==> src/core/bcd_arith_pkg.sv <==
// Constants shared by the packed-decimal arithmetic unit and its divider.
// Assumes a 32-bit APB register bus with byte addresses.
package bcd_arith_pkg;

  // ------------------------------------------------------------
  // Widths
  // ------------------------------------------------------------
  localparam int unsigned DATA_W       = 32;
  localparam int unsigned ADDR_W       = 8;
  localparam int unsigned WORD_W       = 16;
  localparam int unsigned DWORD_W      = 32;
  localparam int unsigned DIGIT_W      = 4;
  localparam int unsigned DIGITS_WORD  = 4;
  localparam int unsigned DIGITS_DWORD = 8;
  localparam int unsigned BIN_W        = 27;

  // ------------------------------------------------------------
  // Register byte offsets
  // ------------------------------------------------------------
  localparam logic [ADDR_W-1:0] CMD_OFS    = 8'h00;
  localparam logic [ADDR_W-1:0] OPA_LO_OFS = 8'h04;
  localparam logic [ADDR_W-1:0] OPA_HI_OFS = 8'h08;
  localparam logic [ADDR_W-1:0] OPB_LO_OFS = 8'h0c;
  localparam logic [ADDR_W-1:0] OPB_HI_OFS = 8'h10;
  localparam logic [ADDR_W-1:0] RES0_OFS   = 8'h14;
  localparam logic [ADDR_W-1:0] RES1_OFS   = 8'h18;
  localparam logic [ADDR_W-1:0] RES2_OFS   = 8'h1c;
  localparam logic [ADDR_W-1:0] RES3_OFS   = 8'h20;
  localparam logic [ADDR_W-1:0] FLAGS_OFS  = 8'h24;

  // ------------------------------------------------------------
  // Field positions and reset values
  // ------------------------------------------------------------
  localparam int unsigned CMD_OP_LSB     = 0;
  localparam int unsigned CMD_OP_W       = 4;
  localparam int unsigned CMD_EXEC_BIT   = 4;
  localparam int unsigned CMD_INDIR_BIT  = 5;
  localparam int unsigned FLAG_FAULT_BIT = 0;
  localparam int unsigned FLAG_CARRY_BIT = 1;
  localparam int unsigned FLAG_ZERO_BIT  = 2;
  localparam int unsigned FLAG_BUSY_BIT  = 3;
  localparam logic [WORD_W-1:0] WORD_RST = 16'h0000;

  // ------------------------------------------------------------
  // Decimal arithmetic constants
  // ------------------------------------------------------------
  localparam logic [DIGIT_W-1:0]  DIGIT_MAX   = 4'h9;
  localparam logic [DIGIT_W:0]    DIGIT_ADJ   = 5'h06;
  localparam logic [DIGIT_W-1:0]  DABBLE_LIM  = 4'h5;
  localparam logic [DIGIT_W-1:0]  DABBLE_ADJ  = 4'h3;
  localparam logic [BIN_W-1:0]    RADIX       = 27'h000000a;
  localparam logic [DWORD_W-1:0]  INC_ADDEND  = 32'h0000_0001;
  localparam logic [DWORD_W-1:0]  DEC_ADDEND  = 32'h0000_9999;

  // ------------------------------------------------------------
  // Command codes
  // ------------------------------------------------------------
  typedef enum logic [CMD_OP_W-1:0] {
    OP_NOP              = 4'h0,
    OP_DECIMAL_DIVIDE   = 4'h1,
    OP_DECIMAL_LONG_DIVIDE = 4'h2,
    OP_DECIMAL_STEP_UP  = 4'h3,
    OP_DECIMAL_STEP_DOWN = 4'h4,
    OP_CARRY_FORCE_ONE  = 4'h5,
    OP_CARRY_FORCE_ZERO = 4'h6,
    OP_DECIMAL_SUM      = 4'h7,
    OP_DECIMAL_LONG_SUM = 4'h8,
    OP_END_OF_SCAN      = 4'h9
  } op_t;

endpackage

==> src/core/bcd_bin_divider.sv <==
// Restoring binary divider, one quotient bit per clock.
// Assumes start is a one-cycle pulse given only while idle.
`timescale 1ns/1ps
`default_nettype none

module bcd_bin_divider #(
  parameter int unsigned W = bcd_arith_pkg::BIN_W
) (
  input  wire logic         clk,
  input  wire logic         sys_rst,
  input  wire logic         start,
  input  wire logic [W-1:0] dividend,
  input  wire logic [W-1:0] divisor,
  output logic              done,
  output logic [W-1:0]      quotient,
  output logic [W-1:0]      remainder
);

  localparam int unsigned CW = $clog2(W + 1);

  logic [W-1:0]  div_reg;
  logic [W-1:0]  quo_reg;
  logic [W-1:0]  rem_reg;
  logic [CW-1:0] cnt_reg;
  logic          run_reg;
  logic          done_reg;
  logic [W:0]    trial;
  logic          fits;

  // ------------------------------------------------------------
  // Shift-subtract step
  // ------------------------------------------------------------
  always_comb begin
    trial = {rem_reg, quo_reg[W-1]};
    fits  = (trial >= {1'b0, div_reg});
  end

  always_ff @(posedge clk or posedge sys_rst) begin
    if (sys_rst) begin
      div_reg <= '0;
      quo_reg <= '0;
      rem_reg <= '0;
    end else if (start) begin
      div_reg <= divisor;
      quo_reg <= dividend;
      rem_reg <= '0;
    end else if (run_reg) begin
      quo_reg <= {quo_reg[W-2:0], fits};
      if (fits) begin
        rem_reg <= W'(trial - {1'b0, div_reg});
      end else begin
        rem_reg <= trial[W-1:0];
      end
    end
  end

  always_ff @(posedge clk or posedge sys_rst) begin
    if (sys_rst) begin
      cnt_reg  <= '0;
      run_reg  <= 1'b0;
      done_reg <= 1'b0;
    end else begin
      done_reg <= run_reg && (cnt_reg == CW'(1));
      if (start) begin
        cnt_reg <= CW'(W);
        run_reg <= 1'b1;
      end else if (run_reg) begin
        cnt_reg <= cnt_reg - CW'(1);
        run_reg <= (cnt_reg != CW'(1));
      end
    end
  end

  assign done      = done_reg;
  assign quotient  = quo_reg;
  assign remainder = rem_reg;

endmodule

`default_nettype wire

==> src/core/bcd_arith_unit.sv <==
// Packed-decimal arithmetic unit: divide, step, carry control and add.
// Assumes an APB master on clk; the sequencer loads operands, then
// writes a command word holding the code and the execution condition.
//
// Functional notes
// - Condition false: single divide does nothing, words and flags kept.
// - Single divide: quotient to result word, remainder to next word.
// - Double divide: 8-digit operands, quotient words 0-1, remainder 2-3.
// - Non-decimal divide operand sets fault, results kept.
// - Bad indirect address sets fault for every operation except carry force and end of scan.
// - Divide sets zero when the whole result is zero, else clears.
// - Step up and step down write back into the word read.
// - Other operations change only result words, sources kept.
// - Step up adds one in decimal, carry kept, bad word faults.
// - Step down subtracts one in decimal, carry kept.
// - Zero flag follows the stepped result.
// - Carry force one sets carry when enabled.
// - Carry force zero clears carry when enabled.
// - End of scan clears carry.
// - Single sum adds both words and carry, carry above 9999.
// - Non-decimal sum operand sets fault.
// - Sum updates carry from overflow and zero from stored result.
// - Double sum adds 8-digit pairs plus carry, carry above 99999999.
`timescale 1ns/1ps
`default_nettype none

module bcd_arith_unit #(
  parameter int unsigned ADDR_W = bcd_arith_pkg::ADDR_W,
  parameter int unsigned DATA_W = bcd_arith_pkg::DATA_W
) (
  input  wire logic              clk,
  input  wire logic              sys_rst,
  input  wire logic              psel,
  input  wire logic              penable,
  input  wire logic              pwrite,
  input  wire logic [ADDR_W-1:0] paddr,
  input  wire logic [DATA_W-1:0] pwdata,
  output logic [DATA_W-1:0]      prdata,
  output logic                   pready,
  output logic                   pslverr
);

  localparam int unsigned WW = bcd_arith_pkg::WORD_W;
  localparam int unsigned DW = bcd_arith_pkg::DWORD_W;
  localparam int unsigned BW = bcd_arith_pkg::BIN_W;
  localparam int unsigned GW = bcd_arith_pkg::DIGIT_W;

  typedef enum logic {ST_IDLE, ST_DIVIDE} unit_state_t;

  // ------------------------------------------------------------
  // Decimal helpers
  // ------------------------------------------------------------
  function automatic logic bcd_ok(input logic [DW-1:0] v);
    logic ok;
    ok = 1'b1;
    for (int i = 0; i < bcd_arith_pkg::DIGITS_DWORD; i++) begin
      if (v[i*GW +: GW] > bcd_arith_pkg::DIGIT_MAX) begin
        ok = 1'b0;
      end
    end
    return ok;
  endfunction

  // Ripple digit add over ndig digits; bit DW is the carry out
  function automatic logic [DW:0] bcd_add(input logic [DW-1:0] a,
                                          input logic [DW-1:0] b,
                                          input logic          cin,
                                          input int unsigned   ndig);
    logic [DW-1:0] s;
    logic          c;
    logic [GW:0]   d;
    s = '0;
    c = cin;
    for (int i = 0; i < bcd_arith_pkg::DIGITS_DWORD; i++) begin
      d = {1'b0, a[i*GW +: GW]} + {1'b0, b[i*GW +: GW]} + {{GW{1'b0}}, c};
      if (i < ndig) begin
        if (d > {1'b0, bcd_arith_pkg::DIGIT_MAX}) begin
          d = d + bcd_arith_pkg::DIGIT_ADJ;
          c = 1'b1;
        end else begin
          c = 1'b0;
        end
        s[i*GW +: GW] = d[GW-1:0];
      end
    end
    return {c, s};
  endfunction

  function automatic logic [BW-1:0] bcd_to_bin(input logic [DW-1:0] v);
    logic [BW-1:0] acc;
    acc = '0;
    for (int i = bcd_arith_pkg::DIGITS_DWORD - 1; i >= 0; i--) begin
      acc = BW'(acc * bcd_arith_pkg::RADIX) + BW'(v[i*GW +: GW]);
    end
    return acc;
  endfunction

  function automatic logic [DW-1:0] bin_to_bcd(input logic [BW-1:0] v);
    logic [DW-1:0] r;
    r = '0;
    for (int i = BW - 1; i >= 0; i--) begin
      for (int k = 0; k < bcd_arith_pkg::DIGITS_DWORD; k++) begin
        if (r[k*GW +: GW] >= bcd_arith_pkg::DABBLE_LIM) begin
          r[k*GW +: GW] = r[k*GW +: GW] + bcd_arith_pkg::DABBLE_ADJ;
        end
      end
      r = {r[DW-2:0], v[i]};
    end
    return r;
  endfunction

  // ------------------------------------------------------------
  // Declarations
  // ------------------------------------------------------------
  unit_state_t         state_reg;
  logic [WW-1:0]       opa_lo_reg;
  logic [WW-1:0]       opa_hi_reg;
  logic [WW-1:0]       opb_lo_reg;
  logic [WW-1:0]       opb_hi_reg;
  logic [WW-1:0]       res0_reg;
  logic [WW-1:0]       res1_reg;
  logic [WW-1:0]       res2_reg;
  logic [WW-1:0]       res3_reg;
  logic                fault_flag_reg;
  logic                carry_bit_reg;
  logic                zero_flag_reg;
  logic                long_div_reg;
  logic                ack_reg;
  logic [DATA_W-1:0]   prdata_reg;
  logic                pslverr_reg;

  logic                bus_go;
  logic                wr_go;
  logic                cmd_go;
  logic                run;
  bcd_arith_pkg::op_t  cmd_op;
  logic                cmd_indir;
  logic                is_long;
  logic [DW-1:0]       src_a;
  logic [DW-1:0]       src_b;
  logic [DW:0]         sum;
  logic [DW:0]         step;
  logic                bad_a;
  logic                bad_b;
  logic                err;
  logic                div_start;
  logic                div_done;
  logic [BW-1:0]       div_q;
  logic [BW-1:0]       div_r;
  logic [DW-1:0]       q_bcd;
  logic [DW-1:0]       r_bcd;
  logic [DATA_W-1:0]   rd_mux;
  logic                addr_ok;

  // ------------------------------------------------------------
  // APB slave: one wait state, stalls while a divide runs
  // ------------------------------------------------------------
  assign bus_go = psel && penable && ack_reg;
  assign wr_go  = bus_go && pwrite && addr_ok;
  assign cmd_go = wr_go && (paddr == bcd_arith_pkg::CMD_OFS);

  always_comb begin
    addr_ok = 1'b1;
    rd_mux  = '0;
    unique case (paddr)
      bcd_arith_pkg::CMD_OFS:    rd_mux = '0;
      bcd_arith_pkg::OPA_LO_OFS: rd_mux = DATA_W'(opa_lo_reg);
      bcd_arith_pkg::OPA_HI_OFS: rd_mux = DATA_W'(opa_hi_reg);
      bcd_arith_pkg::OPB_LO_OFS: rd_mux = DATA_W'(opb_lo_reg);
      bcd_arith_pkg::OPB_HI_OFS: rd_mux = DATA_W'(opb_hi_reg);
      bcd_arith_pkg::RES0_OFS:   rd_mux = DATA_W'(res0_reg);
      bcd_arith_pkg::RES1_OFS:   rd_mux = DATA_W'(res1_reg);
      bcd_arith_pkg::RES2_OFS:   rd_mux = DATA_W'(res2_reg);
      bcd_arith_pkg::RES3_OFS:   rd_mux = DATA_W'(res3_reg);
      bcd_arith_pkg::FLAGS_OFS: begin
        rd_mux[bcd_arith_pkg::FLAG_FAULT_BIT] = fault_flag_reg;
        rd_mux[bcd_arith_pkg::FLAG_CARRY_BIT] = carry_bit_reg;
        rd_mux[bcd_arith_pkg::FLAG_ZERO_BIT]  = zero_flag_reg;
        rd_mux[bcd_arith_pkg::FLAG_BUSY_BIT]  = (state_reg == ST_DIVIDE);
      end
      default: addr_ok = 1'b0;
    endcase
  end

  always_ff @(posedge clk or posedge sys_rst) begin
    if (sys_rst) begin
      ack_reg     <= 1'b0;
      prdata_reg  <= '0;
      pslverr_reg <= 1'b0;
    end else begin
      ack_reg <= psel && penable && !ack_reg && (state_reg == ST_IDLE);
      if (psel && penable && !ack_reg) begin
        prdata_reg  <= pwrite ? '0 : rd_mux;
        pslverr_reg <= !addr_ok;
      end
    end
  end

  assign prdata  = prdata_reg;
  assign pready  = ack_reg;
  assign pslverr = pslverr_reg;

  // ------------------------------------------------------------
  // Command decode and operand checks
  // ------------------------------------------------------------
  always_comb begin
    cmd_op    = bcd_arith_pkg::op_t'(pwdata[bcd_arith_pkg::CMD_OP_LSB +:
                                            bcd_arith_pkg::CMD_OP_W]);
    cmd_indir = pwdata[bcd_arith_pkg::CMD_INDIR_BIT];
    run       = cmd_go && pwdata[bcd_arith_pkg::CMD_EXEC_BIT];
    is_long   = (cmd_op == bcd_arith_pkg::OP_DECIMAL_LONG_DIVIDE) ||
                (cmd_op == bcd_arith_pkg::OP_DECIMAL_LONG_SUM);
    // Lower-addressed word holds the low digits
    src_a = is_long ? {opa_hi_reg, opa_lo_reg} : {{WW{1'b0}}, opa_lo_reg};
    src_b = is_long ? {opb_hi_reg, opb_lo_reg} : {{WW{1'b0}}, opb_lo_reg};
    bad_a = !bcd_ok(src_a);
    bad_b = !bcd_ok(src_b);
    sum   = bcd_add(src_a, src_b, carry_bit_reg,
                    is_long ? bcd_arith_pkg::DIGITS_DWORD : bcd_arith_pkg::DIGITS_WORD);
    if (cmd_op == bcd_arith_pkg::OP_DECIMAL_STEP_DOWN) begin
      step = bcd_add(src_a, bcd_arith_pkg::DEC_ADDEND, 1'b0,
                     bcd_arith_pkg::DIGITS_WORD);
    end else begin
      step = bcd_add(src_a, bcd_arith_pkg::INC_ADDEND, 1'b0,
                     bcd_arith_pkg::DIGITS_WORD);
    end
    err = cmd_indir;
    unique case (cmd_op)
      bcd_arith_pkg::OP_DECIMAL_DIVIDE,
      bcd_arith_pkg::OP_DECIMAL_LONG_DIVIDE:
        err = cmd_indir || bad_a || bad_b || (src_b == '0);
      bcd_arith_pkg::OP_DECIMAL_SUM,
      bcd_arith_pkg::OP_DECIMAL_LONG_SUM:
        err = cmd_indir || bad_a || bad_b;
      bcd_arith_pkg::OP_DECIMAL_STEP_UP,
      bcd_arith_pkg::OP_DECIMAL_STEP_DOWN:
        err = cmd_indir || bad_a;
      default: err = cmd_indir;
    endcase
    div_start = run && !err &&
                ((cmd_op == bcd_arith_pkg::OP_DECIMAL_DIVIDE) ||
                 (cmd_op == bcd_arith_pkg::OP_DECIMAL_LONG_DIVIDE));
  end

  // ------------------------------------------------------------
  // Divider and its control
  // ------------------------------------------------------------
  bcd_bin_divider #(
    .W (BW)
  ) u_divider (
    .clk       (clk),
    .sys_rst   (sys_rst),
    .start     (div_start),
    .dividend  (bcd_to_bin(src_a)),
    .divisor   (bcd_to_bin(src_b)),
    .done      (div_done),
    .quotient  (div_q),
    .remainder (div_r)
  );

  assign q_bcd = bin_to_bcd(div_q);
  assign r_bcd = bin_to_bcd(div_r);

  always_ff @(posedge clk or posedge sys_rst) begin
    if (sys_rst) begin
      state_reg    <= ST_IDLE;
      long_div_reg <= 1'b0;
    end else begin
      unique case (state_reg)
        ST_IDLE: begin
          if (div_start) begin
            state_reg    <= ST_DIVIDE;
            long_div_reg <= is_long;
          end
        end
        ST_DIVIDE: begin
          if (div_done) begin
            state_reg <= ST_IDLE;
          end
        end
      endcase
    end
  end

  // ------------------------------------------------------------
  // Operand words: software writes, stepped word written back
  // ------------------------------------------------------------
  always_ff @(posedge clk or posedge sys_rst) begin
    if (sys_rst) begin
      opa_lo_reg <= bcd_arith_pkg::WORD_RST;
      opa_hi_reg <= bcd_arith_pkg::WORD_RST;
      opb_lo_reg <= bcd_arith_pkg::WORD_RST;
      opb_hi_reg <= bcd_arith_pkg::WORD_RST;
    end else if (run && !err &&
                 ((cmd_op == bcd_arith_pkg::OP_DECIMAL_STEP_UP) ||
                  (cmd_op == bcd_arith_pkg::OP_DECIMAL_STEP_DOWN))) begin
      opa_lo_reg <= step[WW-1:0];
    end else if (wr_go) begin
      if (paddr == bcd_arith_pkg::OPA_LO_OFS) opa_lo_reg <= pwdata[WW-1:0];
      if (paddr == bcd_arith_pkg::OPA_HI_OFS) opa_hi_reg <= pwdata[WW-1:0];
      if (paddr == bcd_arith_pkg::OPB_LO_OFS) opb_lo_reg <= pwdata[WW-1:0];
      if (paddr == bcd_arith_pkg::OPB_HI_OFS) opb_hi_reg <= pwdata[WW-1:0];
    end
  end

  // ------------------------------------------------------------
  // Result words: only these change for sums and divides
  // ------------------------------------------------------------
  always_ff @(posedge clk or posedge sys_rst) begin
    if (sys_rst) begin
      res0_reg <= bcd_arith_pkg::WORD_RST;
      res1_reg <= bcd_arith_pkg::WORD_RST;
      res2_reg <= bcd_arith_pkg::WORD_RST;
      res3_reg <= bcd_arith_pkg::WORD_RST;
    end else if (state_reg == ST_DIVIDE && div_done) begin
      if (long_div_reg) begin
        res0_reg <= q_bcd[WW-1:0];
        res1_reg <= q_bcd[DW-1:WW];
        res2_reg <= r_bcd[WW-1:0];
        res3_reg <= r_bcd[DW-1:WW];
      end else begin
        res0_reg <= q_bcd[WW-1:0];
        res1_reg <= r_bcd[WW-1:0];
      end
    end else if (run && !err) begin
      if (cmd_op == bcd_arith_pkg::OP_DECIMAL_SUM) begin
        res0_reg <= sum[WW-1:0];
      end else if (cmd_op == bcd_arith_pkg::OP_DECIMAL_LONG_SUM) begin
        res0_reg <= sum[WW-1:0];
        res1_reg <= sum[DW-1:WW];
      end
    end
  end

  // ------------------------------------------------------------
  // Flags
  // ------------------------------------------------------------
  always_ff @(posedge clk or posedge sys_rst) begin
    if (sys_rst) begin
      fault_flag_reg <= 1'b0;
      carry_bit_reg  <= 1'b0;
      zero_flag_reg  <= 1'b0;
    end else if (state_reg == ST_DIVIDE && div_done) begin
      fault_flag_reg <= 1'b0;
      zero_flag_reg  <= (q_bcd == '0) && (r_bcd == '0);
    end else if (cmd_go && cmd_op == bcd_arith_pkg::OP_END_OF_SCAN) begin
      carry_bit_reg <= 1'b0;
    end else if (run) begin
      unique case (cmd_op)
        bcd_arith_pkg::OP_CARRY_FORCE_ONE:  carry_bit_reg <= 1'b1;
        bcd_arith_pkg::OP_CARRY_FORCE_ZERO: carry_bit_reg <= 1'b0;
        bcd_arith_pkg::OP_DECIMAL_STEP_UP,
        bcd_arith_pkg::OP_DECIMAL_STEP_DOWN: begin
          fault_flag_reg <= err;
          if (!err) begin
            zero_flag_reg <= (step[WW-1:0] == '0);
          end
        end
        bcd_arith_pkg::OP_DECIMAL_SUM: begin
          fault_flag_reg <= err;
          if (!err) begin
            carry_bit_reg <= sum[DW];
            zero_flag_reg <= (sum[WW-1:0] == '0);
          end
        end
        bcd_arith_pkg::OP_DECIMAL_LONG_SUM: begin
          fault_flag_reg <= err;
          if (!err) begin
            carry_bit_reg <= sum[DW];
            zero_flag_reg <= (sum[DW-1:0] == '0);
          end
        end
        bcd_arith_pkg::OP_DECIMAL_DIVIDE,
        bcd_arith_pkg::OP_DECIMAL_LONG_DIVIDE: begin
          if (err) begin
            fault_flag_reg <= 1'b1;
          end
        end
        default: begin
          if (err) begin
            fault_flag_reg <= 1'b1;
          end
        end
      endcase
    end
  end

endmodule

`default_nettype wire

==> config.mk <==
export PLATFORM = sky130hd
export DESIGN_NAME = bcd_arith_unit
export DESIGN_NICKNAME = d
export VERILOG_FILES = /design/src/core/bcd_arith_pkg.sv /design/src/core/bcd_bin_divider.sv /design/src/core/bcd_arith_unit.sv
export SDC_FILE = /design/constraint.sdc
export NUM_CORES = 2
export LEC_CHECK = 0
export BUFFER_PORTS_ARGS = -buffer_cell sky130_fd_sc_hd__buf_2
export CAP_MARGIN = 5
export CORE_UTILIZATION = 40
export DETAILED_ROUTE_END_ITERATION = 10
export SLEW_MARGIN = 15
export SYNTH_ARGS = -nofsm -noshare
export SYNTH_HDL_FRONTEND = slang
export SYNTH_SLANG_ARGS = --single-unit
==> constraint.sdc <==
create_clock -name clk -period 17.4 [get_ports clk]
set_input_delay 1.74 -clock clk [delete_from_list [all_inputs] [get_ports clk]]
set_output_delay 1.74 -clock clk [all_outputs]
set_load 0.02 [all_outputs]
==> out/results.txt <==
area growth from synthesis to layout: 31.0%
Ports: 79
vias: 71400
via/cell ratio: 5.88
Residual DRC: 0
failing checks: setup timing
worst-margin pin slew: 1150 ps
post-layout min period: 17470 ps
FF-to-FF path depth: 108
Fill cells: 15000
CTS Buf Count: 30
DP Area: 77800 µm²
Placed Cells: 11900
Max stage delay on crit path: 550 ps
yosys warns: 0
top cell type's share of synthesized area: 13.7%
Final Hold Fails: 0
DRT iter0 DRCs: 4967
Syn Area/Cell: 7.41 µm²
cell with the most instances on the worst path: ha_4
Reg2Reg Capture Point: res1_reg[13]
setup TNS: -169 ps
Slew Viols, Final: 0
non-filler cells, final: 12100
Max Cap Violations: 0
Synth top cells by count: ha_1, nand2_1, nor2_1
top cells by area, synth: ha_1, dfrtp_1, xnor2_1
routed wire length: 202000 µm
Startpoint Class: flop
layout cells sized above 1: 29.0%
clock root cell: clkbuf_16
Longest Clk Path Bufs: 3
ANT nets after route: 0
worst setup margin: -74.1 ps
overflow left after global routing: 0
overall routing resource usage: 23.3%
number of I/O port buffers: 46
Slowest cell on crit path: or4_4
Final Skew: 24.1 ps
R2R Path Start: u_divider.quotient[25]
final setup fails: 3
hpwl dp: 157000 µm
initial core utilization: 40.3%
ys flop type: dfrtp_1
Crit Path Category: flop to flop
Worst setup EP type: flop
Worst Hold Path EP: u_divider.div_reg[23]
Min-Delay Path Depth: 2
outcome: complete, but fails checks
Cell Area, Synth: 63900 µm²
Netlist cell types: 160
first-pass GRT wire length: 326000 µm
Avg WL per Cell: 16.6 µm
Synth Register Bits: 239
Die H: 402 µm
gpl congestion: 0.942
Async SR Flop Fraction: 100%
RSZ-0062 raised after global routing: true
min-delay src: u_divider.div_reg[23]
count of hold-fix buffers inserted at cts: 0
Final Cycle Share: 100%
CP arrival: 18030 ps
CP max FO: 6
worst skew pair latency: 630 ps
worst path required time: 17960 ps
Hold Crit Class: flop to flop
area leader, netlist: ha_1
post-synthesis cell count: 8623
Finished Cell Area: 83700 µm²
Slew headroom: 22.6%
fmax: 57.2 MHz
Die Wd: 402 µm
Max H-tree Level: 1
Reg clk slew, reported paths: 60 ps
largest net degree at the start of global routing: 110
Clock Sink Count: 239
R2R setup slack: -70 ps
EDFF count, synth: 0
Final nets: 10800
antenna violations before repair: 3
Cell Rows: 146
most frequent cell after synthesis: ha_1
DRT Pass-1 Iters: 8
die area: 161000 µm²
CTS tree: yes
area of the core: 159000 µm²
number of global-route vias before repair: 67000
Seq/Total Area, Yosys: 9.36%
## worst max path at each step
stage | end | cells after the start | from | slack, ps
finish | res1_reg[13] | 108 | u_divider.quotient[25] | -70
detailed placement | zero_flag_reg | 100 | u_divider.remainder[25] | -490
floorplan | res1_reg[13] | 107 | u_divider.quotient[25] | -160
global placement | zero_flag_reg | 99 | u_divider.remainder[24] | -320
CTS | zero_flag_reg | 94 | u_divider.quotient[25] | 6
global route | zero_flag_reg | 107 | u_divider.quotient[25] | -1000
## kinds of logic after synthesis
kind of cell | after synthesis | synth area share, %
fa+ha+maj | 762 | 15.4
buf+inv | 942 | 5.87
compound gates | 3034 | 34.2
flops | 239 | 9.36
mux | 316 | 5.34
other cells | 1 | 0.00587
simple gates | 2694 | 20.9
xor+xnor | 635 | 8.97
## per-layer routing
layer,share of wire (%),track usage (%)
met2,48,41.0
met5,0.0059,0
met1,44,30.1
met4,2.6,5.89
met3,5.4,2.53
## layout by cell type, fill, tap and decap left out, types with 73 or more instances in the layout
cell type  Yosys  routed
o21bai_1     178     170
inv_1        531     494
nand2_1      681     656
xnor2_1      393     372
nand3_1      279     275
dfrtp_1      239     236
mux2i_1      166     152
o211ai_1     170     170
o21ai_1       60      86
nor3_1       284     238
a31oi_1       96      82
nor2_1       620     582
a21oi_1      610     554
a21o_1       181     181
and2_1        91      76
a211oi_1     147     111
and3_1       133     128
o21ai_0      464     396
xor2_1       224     215
mux2_2       136     123
buf_4         24    1648
ha_1         701     603
o21a_1        74      73
## area by class of cell
class / instances / area [µm²] / area share, %
multi-input cells: 7461 / 58800 / 70.2
repair buffers: 1734 / 13100 / 15.6
flip-flops and latches: 239 / 5990 / 7.15
well taps: 2072 / 2590 / 3.10
inverters: 579 / 2220 / 2.65
clock buffers: 40 / 818 / 0.978
clock inverters: 15 / 216 / 0.259
diodes: 1 / 2.50 / 0.00299
## critical path: cells and delay by family (launching register included)
kind                       cells  cell delay [ps]
AOI/OAI and AO/OA             41             6750
DFF                            1              400
xor gates and xnor gates       2              280
muxes                          7             1680
buffers and inverters         22             2070
and+or+nand+nor               20             3340
adders and majority gates     16             2840
## metrics by stage
stage	worst slack (ps)	util [%]	hold WS, ps
global route	-1000	52.8	500
finish	-74.1	52.8	478
CTS	5.82	50.5	479
global placement	-324	49.1	458
floorplan	-161	-	442
detailed placement	-490	49.1	464
## what timing repair did
action,CTS,global route
setup buffers,68,142
resized for setup,149,560
pin swaps,127,347
endpoints found under the setup margin,16,56
Power is not shown: default switching activity piles up to over one toggle a cycle in this logic, so the estimate is an artifact.
